==> src/hdl/pfe_cfg.svh <==
// register map, field positions, reset values and fetch counts
`ifndef PFE_CFG_SVH
`define PFE_CFG_SVH

`define PFE_CTRL_ADDR 8'hE3
`define PFE_SCALE_ADDR 8'hB0
`define PFE_STAT_ADDR 8'hE4

`define PFE_CTRL_RESET 8'h20
`define PFE_SCALE_RESET 8'h00

`define PFE_CTRL_PFON_BIT 5
`define PFE_CTRL_PAIR_BIT 0
`define PFE_SCALE_FRT_BIT 4

`define PFE_STAT_BUFV_BIT 0
`define PFE_STAT_PFB_BIT 1
`define PFE_STAT_RDB_BIT 2
`define PFE_STAT_PEND_BIT 3

`define PFE_RD_CYC_FAST 1
`define PFE_RD_CYC_SLOW 2

`endif

==> src/hdl/pfe_pkg.sv <==
// types and helpers shared by the prefetch engine modules
package pfe_pkg;

  typedef enum logic [1:0] {
    PFE_IDLE = 2'b01,
    PFE_WAIT = 2'b10
  } pfe_dem_t;

  // pick the byte of a fetched code word that the core asked for
  function automatic logic [7:0] pfe_byte_sel(
    input logic [15:0] word,
    input logic hi
  );
    return hi ? word[15:8] : word[7:0];
  endfunction

endpackage

==> src/hdl/pfe_fetch_if.sv <==
// fetch start and completion signals between engine and flash reader
interface pfe_fetch_if #(
  parameter int WORD_W = 15
);
  logic start;
  logic slow;
  logic [WORD_W-1:0] word;
  logic done;
  logic busy;

  modport ctl (output start, output slow, output word,
               input done, input busy);
  modport rdr (input start, input slow, input word,
               output done, output busy);
endinterface

==> src/hdl/pfe_flash_rd.sv <==
// flash read sequencer: one or two cycles per two-byte code read
`include "pfe_cfg.svh"

module pfe_flash_rd
  import pfe_pkg::*;
#(
  parameter int WORD_W = 15
)
(
  // clock and reset
  input wire logic i_clk,
  input wire logic i_rst,
  // fetch control
  pfe_fetch_if.rdr fetch,
  // flash read pins
  output logic o_flash_rd,
  output logic [WORD_W-1:0] o_flash_word
);

  typedef struct packed {
    logic rd;
    logic left;
    logic [WORD_W-1:0] word;
  } pfe_rd_state_t;

  localparam pfe_rd_state_t RD_RESET = '0;

  pfe_rd_state_t state_reg;
  pfe_rd_state_t state_next;

  // a new start aborts a read in flight; the engine only does that
  // when the old data is no longer wanted
  always_comb
  begin
    state_next = state_reg;
    if (fetch.start)
    begin
      state_next.rd = 1'b1;
      state_next.word = fetch.word;
      state_next.left = fetch.slow ? 1'(`PFE_RD_CYC_SLOW - 1)
                                   : 1'(`PFE_RD_CYC_FAST - 1); // [RULE_05]
    end
    else if (state_reg.rd && state_reg.left)
      state_next.left = 1'b0;
    else
      state_next.rd = 1'b0;
  end

  always_ff @(posedge i_clk)
  begin
    if (i_rst)
      state_reg <= RD_RESET;
    else
      state_reg <= state_next;
  end

  assign fetch.done = state_reg.rd && !state_reg.left; // [RULE_06] [RULE_07]
  assign fetch.busy = state_reg.rd;
  assign o_flash_rd = state_reg.rd;
  assign o_flash_word = state_reg.word;

endmodule // pfe_flash_rd

==> src/hdl/pfe_wrpair.sv <==
// software flash write path: single bytes or byte pairs
`include "pfe_cfg.svh"

module pfe_wrpair
  import pfe_pkg::*;
#(
  parameter int ADDR_W = 16
)
(
  // clock and reset
  input wire logic i_clk,
  input wire logic i_rst,
  // mode
  input wire logic i_pair_on,
  // byte writes from software
  input wire logic i_req,
  input wire logic [ADDR_W-1:0] i_addr,
  input wire logic [7:0] i_data,
  // flash write pins
  output logic o_wr,
  output logic [ADDR_W-2:0] o_word,
  output logic [15:0] o_data,
  output logic [1:0] o_mask,
  output logic o_pend
);

  typedef struct packed {
    logic pend;
    logic [ADDR_W-2:0] pend_word;
    logic [7:0] pend_byte;
    logic wr;
    logic [ADDR_W-2:0] word;
    logic [15:0] data;
    logic [1:0] mask;
  } pfe_wr_state_t;

  localparam pfe_wr_state_t WR_RESET = '0;

  pfe_wr_state_t state_reg;
  pfe_wr_state_t state_next;

  always_comb
  begin
    state_next = state_reg;
    state_next.wr = 1'b0;
    if (!i_pair_on)
      state_next.pend = 1'b0;
    if (i_req)
    begin
      state_next.word = i_addr[ADDR_W-1:1];
      state_next.data = {i_data, i_data};
      state_next.mask = i_addr[0] ? 2'b10 : 2'b01;
      if (!i_pair_on)
        state_next.wr = 1'b1; // [RULE_10]
      else if (!i_addr[0])
      begin
        // even byte waits for its partner; a newer even byte replaces it
        state_next.pend = 1'b1;
        state_next.pend_word = i_addr[ADDR_W-1:1];
        state_next.pend_byte = i_data;
      end
      else if (state_reg.pend && state_reg.pend_word == i_addr[ADDR_W-1:1])
      begin
        state_next.wr = 1'b1;
        state_next.data = {i_data, state_reg.pend_byte};
        state_next.mask = 2'b11; // [RULE_10]
        state_next.pend = 1'b0;
      end
      else
        state_next.wr = 1'b1;
    end
  end

  always_ff @(posedge i_clk)
  begin
    if (i_rst)
      state_reg <= WR_RESET;
    else
      state_reg <= state_next;
  end

  assign o_wr = state_reg.wr;
  assign o_word = state_reg.word;
  assign o_data = state_reg.data;
  assign o_mask = state_reg.mask;
  assign o_pend = state_reg.pend;

endmodule // pfe_wrpair

==> src/hdl/pfe_top.sv <==
// instruction prefetch engine between program flash and the core
//
// Contract
// RULE_01: a two-byte prefetch buffer sits between flash and core.
// RULE_02: every flash read returns two consecutive code bytes for the core.
// RULE_03: straight-line code is served with no core wait states; the core stalls after an odd entry and on a high byte whose word was evicted.
// RULE_04: after a branch the core stalls at most two cycles.
// RULE_05: read-timing bit 4 of the scale register sets fetch length.
// RULE_06: read-timing zero gives one-cycle fetches, for clocks to 25 MHz.
// RULE_07: read-timing one gives two-cycle fetches, above 25 MHz to 50 MHz.
// RULE_08: software enables prefetch whenever the clock exceeds 25 MHz.
// RULE_09: control bit 5 enables the prefetch engine when set.
// RULE_10: control bit 0 selects single-byte or paired flash writes.
// RULE_11: control bits 7..6 and 4..1 read zero, writes ignored.
// RULE_12: software disables prefetch before changing read timing.
// RULE_13: branch or disable drops buffered bytes; fetch freshly from flash.
//
// The address-and-strobe port is this design's own decision.
`include "pfe_cfg.svh"

module pfe_top
  import pfe_pkg::*;
#(
  parameter int ADDR_W = 16
)
(
  // clock and reset
  input wire logic i_clk,
  input wire logic i_rst,
  // register port
  input wire logic [7:0] i_reg_addr,
  input wire logic [7:0] i_reg_wdata,
  input wire logic i_reg_wr,
  input wire logic i_reg_rd,
  output logic [7:0] o_reg_rdata,
  // core instruction fetch
  input wire logic i_core_req,
  input wire logic [ADDR_W-1:0] i_core_addr,
  input wire logic i_core_branch,
  output logic o_core_valid,
  output logic [7:0] o_core_data,
  // flash code read
  output logic o_flash_rd,
  output logic [ADDR_W-2:0] o_flash_word,
  input wire logic [15:0] i_flash_data,
  // software flash writes
  input wire logic i_fw_req,
  input wire logic [ADDR_W-1:0] i_fw_addr,
  input wire logic [7:0] i_fw_data,
  output logic o_fw_wr,
  output logic [ADDR_W-2:0] o_fw_word,
  output logic [15:0] o_fw_data,
  output logic [1:0] o_fw_mask
);

  localparam int WORD_W = ADDR_W - 1;

  if (ADDR_W < 2 || ADDR_W > 32)
  begin : g_check
    $error("pfe_top: ADDR_W must lie between 2 and 32");
  end

  // the reader keeps a single extra-cycle flag, so reads last one or two
  if (`PFE_RD_CYC_FAST < 1 || `PFE_RD_CYC_FAST > 2
      || `PFE_RD_CYC_SLOW < 1 || `PFE_RD_CYC_SLOW > 2)
  begin : g_check_cyc
    $error("pfe_top: flash read cycle counts must be 1 or 2");
  end

  // the read mux decodes one register per address
  if (`PFE_CTRL_ADDR == `PFE_SCALE_ADDR
      || `PFE_CTRL_ADDR == `PFE_STAT_ADDR
      || `PFE_SCALE_ADDR == `PFE_STAT_ADDR)
  begin : g_check_map
    $error("pfe_top: register addresses must differ");
  end

  // every field must fall inside the 8-bit registers
  if (`PFE_CTRL_PFON_BIT > 7 || `PFE_CTRL_PAIR_BIT > 7
      || `PFE_SCALE_FRT_BIT > 7 || `PFE_STAT_BUFV_BIT > 7
      || `PFE_STAT_PFB_BIT > 7 || `PFE_STAT_RDB_BIT > 7
      || `PFE_STAT_PEND_BIT > 7)
  begin : g_check_bits
    $error("pfe_top: register fields must lie in bits 7 to 0");
  end

  typedef struct packed {
    logic pf_on;
    logic pair_on;
    logic frt;
    pfe_dem_t dem;
    logic [ADDR_W-1:0] dem_addr;
    logic buf_valid;
    logic [WORD_W-1:0] buf_word;
    logic [15:0] buf_data;
    logic pf_busy;
    logic [WORD_W-1:0] pf_word;
    logic core_valid;
    logic [7:0] core_data;
    logic [7:0] rdata;
  } pfe_state_t;

  // reset images of the registers, picked apart field by field
  localparam logic [7:0] CTRL_RST = `PFE_CTRL_RESET;
  localparam logic [7:0] SCALE_RST = `PFE_SCALE_RESET;

  localparam pfe_state_t TOP_RESET = '{
    pf_on: CTRL_RST[`PFE_CTRL_PFON_BIT],
    pair_on: CTRL_RST[`PFE_CTRL_PAIR_BIT],
    frt: SCALE_RST[`PFE_SCALE_FRT_BIT],
    dem: PFE_IDLE,
    default: '0
  };

  pfe_state_t state_reg;
  pfe_state_t state_next;

  pfe_fetch_if #(.WORD_W(WORD_W)) fetch ();

  logic wr_pend;
  logic [WORD_W-1:0] req_word;
  logic [WORD_W-1:0] seq_word;
  logic hit_buf;
  logic hit_pf;
  logic pf_landing;

  // word following the one the core is reading; wraps at the top
  function automatic logic [WORD_W-1:0] next_word(
    input logic [WORD_W-1:0] w
  );
    return w + WORD_W'(1);
  endfunction

  // software views of the registers; unused bits always read zero
  function automatic logic [7:0] ctrl_view(
    input logic pf_on,
    input logic pair_on
  );
    logic [7:0] v;
    v = 8'h00;
    v[`PFE_CTRL_PFON_BIT] = pf_on;
    v[`PFE_CTRL_PAIR_BIT] = pair_on;
    return v;
  endfunction

  function automatic logic [7:0] scale_view(
    input logic frt
  );
    logic [7:0] v;
    v = 8'h00;
    v[`PFE_SCALE_FRT_BIT] = frt;
    return v;
  endfunction

  // status is read only; it exposes engine state for software polling
  function automatic logic [7:0] stat_view(
    input logic buf_valid,
    input logic pf_busy,
    input logic rd_busy,
    input logic pend
  );
    logic [7:0] v;
    v = 8'h00;
    v[`PFE_STAT_BUFV_BIT] = buf_valid;
    v[`PFE_STAT_PFB_BIT] = pf_busy;
    v[`PFE_STAT_RDB_BIT] = rd_busy;
    v[`PFE_STAT_PEND_BIT] = pend;
    return v;
  endfunction

  pfe_flash_rd #(
    .WORD_W(WORD_W)
  ) u_rd (
    .i_clk(i_clk),
    .i_rst(i_rst),
    .fetch(fetch.rdr),
    .o_flash_rd(o_flash_rd),
    .o_flash_word(o_flash_word)
  );

  pfe_wrpair #(
    .ADDR_W(ADDR_W)
  ) u_wr (
    .i_clk(i_clk),
    .i_rst(i_rst),
    .i_pair_on(state_reg.pair_on),
    .i_req(i_fw_req),
    .i_addr(i_fw_addr),
    .i_data(i_fw_data),
    .o_wr(o_fw_wr),
    .o_word(o_fw_word),
    .o_data(o_fw_data),
    .o_mask(o_fw_mask),
    .o_pend(wr_pend)
  );

  assign req_word = i_core_addr[ADDR_W-1:1];
  assign seq_word = next_word(req_word);
  assign pf_landing = state_reg.pf_busy && fetch.done;

  // a branch never trusts the buffer, even if the target word matches
  assign hit_buf = state_reg.pf_on && !i_core_branch
                   && state_reg.buf_valid
                   && state_reg.buf_word == req_word; // [RULE_13]

  // bypass: a prefetch finishing this cycle answers without a wait
  assign hit_pf = state_reg.pf_on && !i_core_branch && pf_landing
                  && state_reg.pf_word == req_word; // [RULE_03]

  always_comb
  begin
    state_next = state_reg;
    state_next.core_valid = 1'b0;
    state_next.rdata = 8'h00;
    fetch.start = 1'b0;
    fetch.slow = state_reg.frt; // [RULE_05]
    fetch.word = req_word;

    // register writes; unused control bits are simply not stored
    if (i_reg_wr)
    begin
      if (i_reg_addr == `PFE_CTRL_ADDR)
      begin
        state_next.pf_on = i_reg_wdata[`PFE_CTRL_PFON_BIT]; // [RULE_09]
        state_next.pair_on = i_reg_wdata[`PFE_CTRL_PAIR_BIT]; // [RULE_10]
      end
      if (i_reg_addr == `PFE_SCALE_ADDR)
        state_next.frt = i_reg_wdata[`PFE_SCALE_FRT_BIT]; // [RULE_05]
    end

    // register reads; unmapped addresses and unused bits read zero
    if (i_reg_rd)
    begin
      case (i_reg_addr)
        `PFE_CTRL_ADDR:
          state_next.rdata = ctrl_view(state_reg.pf_on,
                                       state_reg.pair_on); // [RULE_11]
        `PFE_SCALE_ADDR:
          state_next.rdata = scale_view(state_reg.frt); // [RULE_11]
        `PFE_STAT_ADDR:
          state_next.rdata = stat_view(state_reg.buf_valid,
                                       state_reg.pf_busy,
                                       fetch.busy,
                                       wr_pend);
        default:
          state_next.rdata = 8'h00;
      endcase
    end

    // disabled engine keeps nothing
    if (!state_reg.pf_on)
    begin
      state_next.buf_valid = 1'b0; // [RULE_13]
      state_next.pf_busy = 1'b0;
    end

    // a finished prefetch replaces the whole two-byte buffer
    if (pf_landing)
    begin
      state_next.buf_valid = 1'b1;
      state_next.buf_word = state_reg.pf_word;
      state_next.buf_data = i_flash_data; // [RULE_01] [RULE_02]
      state_next.pf_busy = 1'b0;
    end

    // demand side: a miss parks here until the reader hands the word over
    unique case (state_reg.dem)
      PFE_WAIT:
      begin
        if (fetch.done)
        begin
          state_next.core_valid = 1'b1;
          state_next.core_data = pfe_byte_sel(i_flash_data, // [RULE_02]
                                              state_reg.dem_addr[0]);
          state_next.dem = PFE_IDLE;
          if (state_reg.pf_on)
          begin
            state_next.buf_valid = 1'b1;
            state_next.buf_word = state_reg.dem_addr[ADDR_W-1:1];
            state_next.buf_data = i_flash_data; // [RULE_01]
            // low byte served: the high byte is already held, so
            // start on the following word straight away
            if (!state_reg.dem_addr[0])
            begin
              fetch.start = 1'b1;
              fetch.word = next_word(state_reg.dem_addr[ADDR_W-1:1]);
              state_next.pf_busy = 1'b1;
              state_next.pf_word = fetch.word; // [RULE_03]
            end
          end
        end
      end
      PFE_IDLE:
      begin
        if (i_core_req)
        begin
          if (hit_buf || hit_pf)
          begin
            state_next.core_valid = 1'b1;
            state_next.core_data = pfe_byte_sel(
              hit_buf ? state_reg.buf_data : i_flash_data,
              i_core_addr[0]); // [RULE_03]
            // low byte taken: fetch ahead unless a read is still owed
            if (!i_core_addr[0] && (!state_reg.pf_busy || pf_landing))
            begin
              fetch.start = 1'b1;
              fetch.word = seq_word;
              state_next.pf_busy = 1'b1;
              state_next.pf_word = seq_word; // [RULE_03]
            end
          end
          else
          begin
            // miss: abort any prefetch and read the target itself;
            // two-cycle reads leave the core two cycles short
            if (i_core_branch || !state_reg.pf_on)
              state_next.buf_valid = 1'b0; // [RULE_13]
            state_next.pf_busy = 1'b0;
            fetch.start = 1'b1;
            fetch.word = req_word; // [RULE_04] [RULE_13]
            state_next.dem = PFE_WAIT;
            state_next.dem_addr = i_core_addr;
          end
        end
      end
      default:
        state_next.dem = PFE_IDLE;
    endcase
  end

  // read timing is captured at each read start, so a change under an
  // enabled engine cannot tear a read; software still disables first
  always_ff @(posedge i_clk)
  begin
    if (i_rst)
      state_reg <= TOP_RESET;
    else
      state_reg <= state_next;
  end

  assign o_reg_rdata = state_reg.rdata;
  assign o_core_valid = state_reg.core_valid;
  assign o_core_data = state_reg.core_data;

endmodule // pfe_top

==> config.mk <==
export PLATFORM = sky130hd
export DESIGN_NAME = pfe_top
export DESIGN_NICKNAME = d
export VERILOG_FILES = /design/src/hdl/pfe_pkg.sv /design/src/hdl/pfe_fetch_if.sv /design/src/hdl/pfe_flash_rd.sv /design/src/hdl/pfe_wrpair.sv /design/src/hdl/pfe_top.sv
export VERILOG_INCLUDE_DIRS = /design/src /design/src/hdl
export SDC_FILE = /design/constraint.sdc
export NUM_CORES = 1
export LEC_CHECK = 0
export BUFFER_PORTS_ARGS = -buffer_cell sky130_fd_sc_hd__buf_2
export CORE_MARGIN = 4
export CORE_UTILIZATION = 35
export CTS_CLUSTER_DIAMETER = 150
export CTS_CLUSTER_SIZE = 10
export DETAILED_ROUTE_END_ITERATION = 12
export GPL_ROUTABILITY_DRIVEN = 0
export HOLD_SLACK_MARGIN = 0.1
export PLACE_DENSITY_LB_ADDON = 0.08
export SLEW_MARGIN = 20
export SYNTH_ARGS = -nofsm -noshare
export SYNTH_HDL_FRONTEND = slang
export SYNTH_HIERARCHICAL = 1
export SYNTH_SLANG_ARGS = --single-unit
==> constraint.sdc <==
create_clock -name i_clk -period 5.9 [get_ports i_clk]
set_clock_uncertainty 0.2 [all_clocks]
set_input_delay 0.885 -clock i_clk [delete_from_list [all_inputs] [get_ports i_clk]]
set_output_delay 0.885 -clock i_clk [all_outputs]
set_load 0.02 [all_outputs]
# ---- Word level (Yosys, flattened, before mapping)
# Cells that the tools add are included.
dict set report classes {
  n_eq_ne 16
  mux 52
  reduce_logical 29
  n_addsub 2
  bitwise 4
}
# op count
set ops {}
lappend ops {{$mux 15} 6}
lappend ops {{$mux 58} 1}
lappend ops {{$mux 57} 1}
lappend ops {{$pmux 25 s2} 1}
lappend ops {{$mux 16} 3}
lappend ops {{$mux 24} 2}
lappend ops {{$mux 48} 1}
lappend ops {{$eq 15x15->1} 3}
lappend ops {{$mux 19} 2}
lappend ops {{$mux 33} 1}
lappend ops {{$mux 31} 1}
lappend ops {{$add 15x1->15 const B} 2}
lappend ops {{$mux 10} 3}
lappend ops {{$pmux 15 s2} 1}
lappend ops {{$mux 25} 1}
lappend ops {{$eq 8x8->1 const B} 3}
lappend ops {{$mux 23} 1}
lappend ops {{$mux 1} 18}
lappend ops {{$pmux 6 s3} 1}
lappend ops {{$mux 8} 2}
lappend ops {{$ne 2x2->1 const B} 8}
lappend ops {{$logic_and 1x1->1} 10}
lappend ops {{$reduce_and 3->1} 3}
lappend ops {{$reduce_and 7->1} 1}
lappend ops {{12 further kinds} 27}
dict set report word_totals {
  reg_bits 161
  elab_cells 126
  in_bits 79
  out_inout_bits 67
}

# ---- Logic depth before layout (Yosys ltp)
# Gate-level depths: netlist (run 1).
dict set report logic_depth {
  ltp_word 10
  mapped_depth 12
  depth_no_buf 10
}

# ---- Modules after synthesis
# The synthesis (run 1) kept the hierarchy.
# mod n_inst seq_area_each_um2 area_per_inst_um2 cells_per_inst
set modules_own_cells {}
lappend modules_own_cells {pfe_top 1 1681.6 5337.6 670}
lappend modules_own_cells {pfe_wrpair 1 1161.1 2576.2 303}
lappend modules_own_cells {pfe_flash_rd 1 340.3 730.7 73}

# ---- Worst setup path after synthesis (run 1)
# No wires, ideal clock.
dict set report synth_timing {
  path_type {input port to flip-flop}
  from {in i_core_addr[3]}
  to {reg u_rd/state_reg[15] (netlist bit)}
  path_slack_ns 2.731
  t_required_ns 5.634
  setup_time_ns 0.066
  path_buffers 3
  cell_stages 11
  arrival_time_ns 2.903
  path_cell_list {buf_2 -> xor2_1 -> nor4_1 -> and4_1 -> buf_4 -> nor2_1 -> o21ai_0 -> a21oi_1 -> buf_6 -> or3b_1 -> a21oi_2}
}
dict set report synth_between {
  elab_chain_cells 7
  word_cells_on_any_way 10
  cone_classes {2 x eq/ne; 4 x mux; 4 x reduce/logical}
}
# element line
set synth_rtl {}
lappend synth_rtl {{start: declaration} pfe_top.sv:38} ;# input wire logic [ADDR_W-1:0] i_core_addr,
lappend synth_rtl {{$eq 15x15->1 (on tied branches)} {pfe_top.sv:204, pfe_top.sv:208}}
lappend synth_rtl {{$logic_and 1x1->1 (on tied branches)} {pfe_top.sv:204, pfe_top.sv:208}}
lappend synth_rtl {{$logic_or 1x1->1 *} pfe_top.sv:297} ;# if (hit_buf || hit_pf)
lappend synth_rtl {{$mux 1 *} pfe_top.sv:297}
lappend synth_rtl {{$mux 1 *} pfe_top.sv:295} ;# if (i_core_req)
lappend synth_rtl {{$pmux 1 s2 *} pfe_top.sv:267} ;# unique case (state_reg.dem)
lappend synth_rtl {{net fetch.start} pfe_fetch_if.sv:5} ;# logic start;
lappend synth_rtl {{$mux 2 / $reduce_bool 2->1 (equally long branches)} --}
lappend synth_rtl {{end signal: assignment} pfe_flash_rd.sv:54} ;# state_reg <= state_next;
lappend synth_rtl {{end: declaration} pfe_flash_rd.sv:28} ;# pfe_rd_state_t state_reg;
# Mark *: on every way through the listed nets, which the timed path passes. The rest lies on a longest branch.
# A chain may end at the register's enable or synchronous reset.

==> results of run 1 <==
[per-layer routing]
layer,wire length [microns],global-route usage,up-vias
met5,42,0,-
met4,404,0.0491,6
met3,1710,0.0486,33
met2,11500,0.292,185
met1,12100,0.266,3429
li1,-,-,3618
[path summary, 6_finish.rpt]
kind                                     from                    to  depth (start not counted)
worst max-delay path            state_reg[32]  u_rd/o_flash_word[3]                          7
worst max register to register  state_reg[32]  u_rd/o_flash_word[3]                          7
worst min register to register  state_reg[40]         state_reg[40]                          2
worst min-delay path            state_reg[40]         state_reg[40]                          2
[kinds of logic (layout without fill, tap and decap cells)]
| group | after synthesis | count (layout) | share of synthesized area |
|---|---|---|---|
| adders and majority gates | 5 | 5 | 0.00724 |
| xor gates and xnor gates | 70 | 70 | 0.0735 |
| and+or+nand+nor | 400 | 400 | 0.215 |
| muxes | 66 | 66 | 0.0880 |
| buffers and inverters | 170 | 208 | 0.111 |
| AOI/OAI and AO/OA | 175 | 175 | 0.136 |
| DFF | 159 | 159 | 0.368 |
| other | 1 | 3 | 0.000434 |
[cell usage in the layout, fill, tap and decap left out, types with 9 or more instances in the layout]
master     synthesis  layout
or3_1              9       9
nor2_1           129     129
buf_4             71       9
and3_1            11      11
xnor2_1           24      24
clkbuf_16          0      17
inv_1             29      29
nand2_1          137     137
xor2_1            43      43
a22oi_1           12      12
nor4_1            18      18
mux2i_1           58      58
nand4_1           20      20
a21oi_1           66      65
o22ai_1            9       9
dfxtp_1          159     159
buf_2             21     137
nor3_1            12      12
a311oi_1          16      16
nand3_1           30      30
o21ai_0           20      20
[worst register-to-register path: stages, from the launching register on]
cell      delay [ps]
dfxtp_1          900
and4b_1          390
nand4_2          120
o41ai_4          690
nand4_1          530
o311ai_0         790
mux2i_1          160
nor2_1           120
[stage by stage]
stage	area, sq um	util
after floorplan	8650	-
final	9590	0.394
after global routing	9590	0.394
after detailed placement	8980	0.369
after global placement	8980	0.369
after CTS	9590	0.394
[area by class of cell]
class	instances	area, sq um	area share
sequential	159	3180	0.332
clock buffer	18	439	0.0458
antenna	1	2.50	0.000261
tap	324	405	0.0423
multi-input combinational	718	4510	0.470
inverter	29	109	0.0114
clock inverter	14	169	0.0176
timing repair buffer	147	773	0.0806
[report_power, final]
part | internal (uW) | total (uW) | leakage (uW) | switching [uW]
Sequential | 1110 | 1140 | 0.00129 | 33.2
Clock | 617 | 1140 | 0.000291 | 525
Combinational | 145 | 402 | 0.00227 | 257
==> run_results.csv, run 1 <==
group,metric,value,unit
clock_network,cts_tree,"built",
clock_network,cts_sinks,159,
setup_path,critPathKind,"flop to flop",
synthesis,synth-edff-count,0,
timing,max_freq,253,MHz
timing,rsz0062_at_grt,"false",
die,start_util,0.355,
setup_path,cp.buffers_inverters,0,
timing,fin_crit_sh,0.669,
routing,vias,7271,
setup_path,crit_path_start_kind,"flop",
setup_path,slowest_stage,"dfxtp_1",
placed_design,dp_cells,1377,
cells_and_area,fin_cells,1410,
hold_path,hold_class,"flop to flop",
clock_network,htree_levels,4,
cells_and_area,drive_gt1_frac,0.186,
clock_network,root_buffer,"clkbuf_16",
synthesis,ys_ff_latch,159,
die,die_h,165,microns
global_routing,grt_max_degree,96,
synthesis,yosysTopAreaCellShare,0.368,
timing,tightest_slew,939,ps
cells_and_area,num-fill-cells,2549,
routing,wirelength,25.8,mm
placed_design,io_buffers,138,
synthesis,syn_inst,1046,
global_routing,grtUsageTotal,0.190,
synthesis,synthFlopType,"dfxtp_1",
die,dieArea,0.0273,sq mm
setup_path,slowest_delay,900,ps
routing,drt_first_pass_iters,5,
global_routing,antenna_found_initial,4,
power,vdd_drop_max,0.174,mV
timing,tns,0,ps
global_routing,grt_pass1_wl,40.5,mm
setup_path,path_max_fanout,19,
clock_network,holdBufCountCts,0,
die,io_pins,146,
die,die_w,165,microns
cells_and_area,largest_register_ffs,68,
synthesis,synth.largest_area_cell,"dfxtp_1",
clock_network,cts_buffers,17,
placed_design,dp_slack,1860,ps
clock_network,cts_buffer_depth,2,
setup_path,crit_path_end_kind,"flop",
setup_path,path_cells,"and4b_1 > nand4_2 > o41ai_4 > nand4_1 > o311ai_0 > mux2i_1 > nor2_1",
global_routing,grt_pass1_vias,6977,
synthesis,ys_async_sr_fraction,0,
timing,period_needed,3950,ps
timing,hold_violations,0,
clock_network,clk_latency,430,ps
setup_path,rrSetupSlack,1950,ps
synthesis,ys_warn_count,6,
timing,maxSlewViolCount,0,
setup_path,cp_data_arrival_time,4110,ps
placed_design,post-dp-hpwl,17.9,mm
synthesis,synth.avg_cell_area,8.26,sq um
global_routing,grt-ovfl-total,0,
die,coreArea,0.0243,sq mm
routing,drt-initial-drc-count,427,
synthesis,syn_area,0.00864,sq mm
power,total_power,2690,uW
flow_run,maxCapViolCount,0,
cells_and_area,fin_nets,1156,
timing,relSlewSlack,0.374,
timing,setup_viol,0,
clock_network,clkTransAtPathRegs,70,ps
setup_path,crit_family,"compound AO/OA/AOI/OAI gates",
clock_network,cts_setup_buffers,0,
synthesis,yosysMostFrequentCell,"dfxtp_1",
synthesis,synth_cell_types,66,
synthesis,synth_common_cells,"dfxtp_1 (159), nand2_1 (137), nor2_1 (129), buf_4 (71), a21oi_1 (66)",
synthesis,synth_seq_area_share,0.368,
routing,wl_per_cell,18.3,microns
routing,antenna_left,0,
cells_and_area,area_delta_synth_final,10.9,%
power,p_leak,0.00385,uW
routing,drc,0,
timing,fin_ws,1950,ps
synthesis,synth_area_leaders,"dfxtp_1 (37%), mux2i_1 (6.7%), buf_4 (6.2%)",
timing,timing.hold.ws,252,ps
routing,viasPerCell,5.16,
setup_path,cp.required,6060,ps
run_status,status,"completed",
die,fp-row-count,57,
power,power_density,280,mW/mm^2
clock_network,cts_resized,0,
No activity file was read; power rests on OpenSTA's default activity.
==> run 2, diff against run 1 <==
- ABC_AREA: default -> 1
- clock period: 5.9 -> 3.98 ns (I/O delays scaled with it)
==> run 2 against run 1 <==
  * Cell count up 36%
  * Via count up 29%
  * First-iteration DRC count up 52%
  * Power increased by 59%
  * Utilization rose by 0.12 points
  * Register-to-register slack got worse by 1000 ps
  * Critical endpoint is now state_reg[48]
==> run_results.csv, run 2 <==
group,metric,value,unit
cells_and_area,fin_cells,1916,
routing,antenna_left,0,
synthesis,synth-adder-area-share,0.00644,
synthesis,synth_mux_area_frac,0,
die,coreArea,0.0271,sq mm
routing,drc,0,
power,power_density,398,mW/mm^2
clock_network,cts_buffers,17,
global_routing,grt_pass1_wl,49.2,mm
synthesis,syn_area,0.00971,sq mm
die,fp-row-count,60,
clock_network,cts_sinks,159,
clock_network,cts_buffer_depth,2,
setup_path,crit_path_end_kind,"flop",
global_routing,grt_pass1_vias,8809,
synthesis,synth-edff-count,0,
timing,relSlewSlack,0.461,
routing,viasPerCell,4.89,
cells_and_area,final_cell_mix,"nand2_1 (384), dfxtp_1 (159), inv_1 (156), buf_2 (137), nor2_1 (123)",
cells_and_area,area_delta_synth_final,10.4,%
setup_path,path_max_fanout,18,
synthesis,synth-simple-area-share,0.309,
synthesis,ys_async_sr_fraction,0,
power,p_leak,0.00484,uW
synthesis,syn_inst,1494,
synthesis,synth_seq_area_share,0.328,
synthesis,synth_cell_types,44,
routing,wirelength,30.8,mm
routing,wl_per_cell,16.1,microns
synthesis,synth_top_family_by_area,"simple AND/OR/NAND/NOR gates",
timing,tightest_slew,807,ps
setup_path,critPathKind,"flop to flop",
clock_network,clkTransAtPathRegs,80,ps
timing,rsz0062_at_grt,"false",
run_status,status,"completed",
setup_path,crit_path_start_kind,"flop",
timing,fin_ws,932,ps
synthesis,synthFlopType,"dfxtp_1",
cells_and_area,final_util,0.396,
synthesis,synth_area_leaders,"dfxtp_1 (33%), nand2_1 (15%), a21oi_1 (6.1%)",
flow_run,maxCapViolCount,0,
setup_path,cp.required,4100,ps
die,dieArea,0.0305,sq mm
die,die_w,175,microns
timing,max_freq,328,MHz
synthesis,synth.largest_area_cell,"dfxtp_1",
placed_design,io_buffers,138,
die,io_pins,146,
synthesis,yosysMostFrequentCell,"nand2_1",
routing,drt-initial-drc-count,651,
placed_design,post-dp-hpwl,21.9,mm
routing,drt_first_pass_iters,7,
cells_and_area,final_common_cell,"nand2_1",
cells_and_area,largest_register_ffs,68,
clock_network,clk_latency,440,ps
global_routing,grt-ovfl-total,0,
synthesis,ys_ff_latch,159,
synthesis,yosysTopAreaCellShare,0.328,
hold_path,worstHoldPathCells,3,
placed_design,dp_slack,942,ps
setup_path,reg2regPathDepth,7,
synthesis,synth-xor-area-share,0.00992,
hold_path,hold_class,"input port to flop",
power,vdd_drop_max,0.206,mV
timing,setup_viol,0,
cells_and_area,fin_nets,1615,
global_routing,top_usage_layer,"met2",
timing,hold_violations,0,
clock_network,holdBufCountCts,0,
synthesis,synth.avg_cell_area,6.50,sq um
synthesis,ys_warn_count,6,
clock_network,cts_resized,0,
clock_network,cts_tree,"built",
die,start_util,0.358,
timing,maxSlewViolCount,0,
global_routing,gr-usage-met1,0.285,
global_routing,grtUsageTotal,0.201,
timing,fin_crit_sh,0.766,
global_routing,use_met3,0.0337,
setup_path,cp_data_arrival_time,3170,ps
synthesis,synth_common_cells,"nand2_1 (384), dfxtp_1 (159), inv_1 (156), nor2_1 (123), a21oi_1 (119)",
global_routing,grt_max_degree,56,
cells_and_area,drive_gt1_frac,0.187,
cells_and_area,diodes,0,
routing,vias,9365,
global_routing,grtUsageMet2,0.314,
timing,tns,0,ps
synthesis,synth-compound-area-share,0.181,
timing,period_needed,3050,ps
clock_network,root_buffer,"clkbuf_16",
clock_network,cts_setup_buffers,0,
clock_network,htree_levels,4,
placed_design,dp_cells,1884,
global_routing,antenna_found_initial,0,
die,die_h,175,microns
run 2: cell count changes after synthesis, moves of 27 or more:
cell / change
o21ai_0: +73
inv_1: +127
nand2_1: +247
nand2_2: +27
a21oi_1: +53
nand3_1: +73
mux2i_1: -58
a211oi_1: +40
xor2_1: -33
run 2: worst paths after layout:
| path | startpoint | end | slack (ps) |
|---|---|---|---|
| worst max-delay path | u_rd/fetch.busy | state_reg[48] | 930 |
| worst min-delay path | i_reg_wdata[5] | state_reg[85] | 220 |
| worst max register to register | u_rd/fetch.busy | state_reg[48] | 930 |
| worst min register to register | state_reg[47] | state_reg[47] | 250 |
run 2: kinds of logic after synthesis:
| kind of cell | count (synthesis) |
|---|---|
| simple gates | 688 |
| xor+xnor | 11 |
| compound gates | 303 |
| buf+inv | 327 |
| fa+ha+maj | 5 |
| other cells | 1 |
| flops | 159 |
run 2: cell type report:
class	instances	area [sq um]
clock buffers	17	425
clock inverters	15	168
fillers	2979	16400
inverters	185	702
multi-input cells	1009	4920
flip-flops and latches	159	3180
well taps	372	465
repair buffers	159	851
run 2: stage by stage:
stage                     total power, uW  cell area, sq um  hold slack (ps)
after floorplan                      2410              9710              230
after global placement               2630             10100              243
after detailed placement             2630             10100              247
after CTS                            4320             10700              198
after global routing                 4480             10700              209
final                                4260             10700              218
run 2: layer usage:
layer,share of wire,up-vias
met4,0.018,0
met5,0,-
li1,-,4808
met2,0.44,229
met3,0.045,42
met1,0.49,4286
run 2: power breakdown:
group	total (uW)	internal, uW	switching [uW]
clock network	1670	847	826
registers	1720	1670	52.9
logic	871	270	601
total	4260	2780	1480
run 2: critical path: stages, from the launching register on:
cell and delay (ps):
dfxtp_1 370, inv_1 70, nor2_1 380, nand3_1 620
nand2_1 590, inv_1 360, o21ai_0 280, a21oi_1 60
==> run 3, diff against run 2 <==
- ABC_AREA: 1 -> 0
- clock period: 3.98 -> 2.55 ns (I/O delays scaled with it)
==> run 3 against run 2 <==
  * The flow now finishes with violations (negative setup slack)
  * Worst setup slack got worse by 1100 ps
  * Fmax grew 13%
  * Cell area grew 6.8%
  * Utilization is 7.5 points higher
  * Worst hold slack worse by 56 ps
  * Combinational power up 38%
  * Cell count is 17% lower
  * Clock power increased by 56%
  * Power increased by 51%
  * Largest power group unchanged
==> run_results.csv, run 3 (same netlist as run 1, synthesis figures left out) <==
group,metric,value,unit
global_routing,grt-ovfl-total,0,
routing,drc,0,
setup_path,endpoint,"o_core_data[2]",
die,die_h,165,microns
power,vdd_drop_max,0.476,mV
routing,wirelength,27.3,mm
setup_path,critPathKind,"flop to flop",
global_routing,grt_pass1_vias,7701,
setup_path,path_cells,"nor2b_4 > and4b_2 > buf_4 > nand4_1 > nor4_2 > buf_4 > o21ai_1 > a2111o_2 > o221ai_2",
setup_path,cp.required,2700,ps
routing,viasPerCell,5.01,
die,die_w,165,microns
timing,relSlewSlack,0.557,
cells_and_area,drive_gt1_frac,0.303,
setup_path,slowest_delay,600,ps
cells_and_area,area_delta_synth_final,32.4,%
timing,tightest_slew,655,ps
setup_path,crit_path_start_kind,"flop",
timing,maxSlewViolCount,0,
placed_design,dp_slack,-315,ps
timing,rsz0062_at_grt,"true",
setup_path,path_max_fanout,8,
setup_path,cp_common_cell,"buf_4",
placed_design,io_buffers,138,
global_routing,grt_pass1_wl,43.2,mm
cells_and_area,final_cell_mix,"dfxtp_1 (157), buf_2 (137), nand2_1 (136), nor2_1 (128), buf_4 (119)",
routing,vias,7953,
timing,hold_violations,0,
routing,antenna_left,0,
global_routing,antenna_found_initial,0,
cells_and_area,fin_nets,1333,
setup_path,slowest_stage,"a2111o_2",
flow_run,maxCapViolCount,0,
run_status,status,"finished with violations",
setup_path,worst-path-stages,9,
timing,fin_crit_sh,1.05,
setup_path,cp_data_arrival_time,2840,ps
clock_network,cts_buffers,17,
cells_and_area,final_common_cell,"dfxtp_1",
setup_path,cp.buffers_inverters,2,
power,p_leak,0.00481,uW
routing,drt-initial-drc-count,538,
power,power_density,563,mW/mm^2
cells_and_area,largest_register_ffs,68,
hold_path,hold_class,"input port to flop",
die,fp-row-count,57,
cells_and_area,diodes,0,
clock_network,htree_levels,4,
setup_path,crit_start,"u_rd/fetch.busy",
die,io_pins,146,
clock_network,clkTransAtPathRegs,70,ps
global_routing,grt_max_degree,61,
clock_network,clk_latency,440,ps
setup_path,rrSetupSlack,-140,ps
routing,wl_per_cell,17.2,microns
timing,period_needed,2690,ps
setup_path,reg2regPathDepth,9,
die,coreArea,0.0243,sq mm
placed_design,post-dp-hpwl,19.9,mm
clock_network,cts_buffer_depth,2,
die,start_util,0.355,
routing,drt_first_pass_iters,5,
setup_path,crit_family,"compound AO/OA/AOI/OAI gates",
timing,max_freq,372,MHz
cells_and_area,final_util,0.471,
clock_network,cts_sinks,159,
setup_path,crit_path_end_kind,"flop",
die,dieArea,0.0273,sq mm
clock_network,cts_tree,"built",
setup_path,r2r-end,"o_core_data[2]",
timing,fin_ws,-140,ps
setup_path,r2r_start,"u_rd/fetch.busy",
run_status,violations,"negative setup slack",
global_routing,grtUsageTotal,0.203,
timing,setup_viol,34,
clock_network,root_buffer,"clkbuf_16",
## run 3: cell types whose count changed in the layout (fill, tap and decap cells not counted), sizes merged, moves of 11 or more
cell | before | now
nand2 | 413 | 137
xnor2 | 1 | 27
and3 | 0 | 11
nand3 | 105 | 30
o21ai | 102 | 21
a311oi | 2 | 16
inv | 192 | 37
a21oi | 141 | 67
xor2 | 10 | 43
dlygate4sd3 | 0 | 50
mux2i | 0 | 58
nor4 | 1 | 20
a211oi | 42 | 2
buf | 159 | 274
## run 3: power by group
part / switching, uW / internal (uW)
registers: 56.9 / 2570
clock network: 1270 / 1340
logic: 680 / 525
## run 3: cell type report
| class | count | area [sq um] |
|---|---|---|
| Tap cell | 324 | 405 |
| Timing Repair Buffer | 324 | 2320 |
| Inverter | 29 | 109 |
| Clock buffer | 17 | 425 |
| Sequential cell | 159 | 3190 |
| Fill cell | 2404 | 12900 |
| Clock inverter | 15 | 181 |
| Multi-Input combinational cell | 718 | 4820 |
## run 3: worst min-delay path by stage
stage                             start            end  slack (ps)  cells after the start
after floorplan           state_reg[41]  state_reg[41]         230                      2
after global placement    state_reg[44]  state_reg[44]         240                      2
after detailed placement  state_reg[47]  state_reg[47]         240                      2
after CTS                         i_rst  state_reg[78]         140                      2
after global routing              i_rst  state_reg[18]         160                      2
final                             i_rst  state_reg[76]         160                      2
## run 3: metrics by stage
| stage | hold WS [ps] | TNS, ps | instance area, sq um | cells | power (uW) |
|---|---|---|---|---|---|
| 6_report | 162 | -2190 | 11400 | 1586 | 6440 |
| 3_5_place_dp | 244 | -9240 | 10000 | 1498 | 3780 |
| 2_1_floorplan | 229 | -7.10 | 8790 | 1047 | 3400 |
| 4_1_cts | 141 | -1390 | 11200 | 1583 | 6480 |
| 5_1_grt | 160 | -5860 | 11400 | 1586 | 6730 |
| 3_3_place_gp | 236 | -9230 | 10000 | 1498 | 3780 |
## run 3: repair_timing
action,4_1_cts,5_1_grt
hold buffers,50,0
gates resized for setup,28,44
endpoints found under the setup margin,56,39
pin swaps,31,20
setup buffers,3,4
cloned,0,0
endpoints found under the hold margin,85,0
## run 3: routing by layer
layer  vias up  global-route usage  routed length [microns]
li1       3963                   -                        -
met1      3738               0.292                    13300
met2       227               0.316                    12100
met3        25              0.0397                     1520
met4         0              0.0450                      354
met5         -                   0                        0
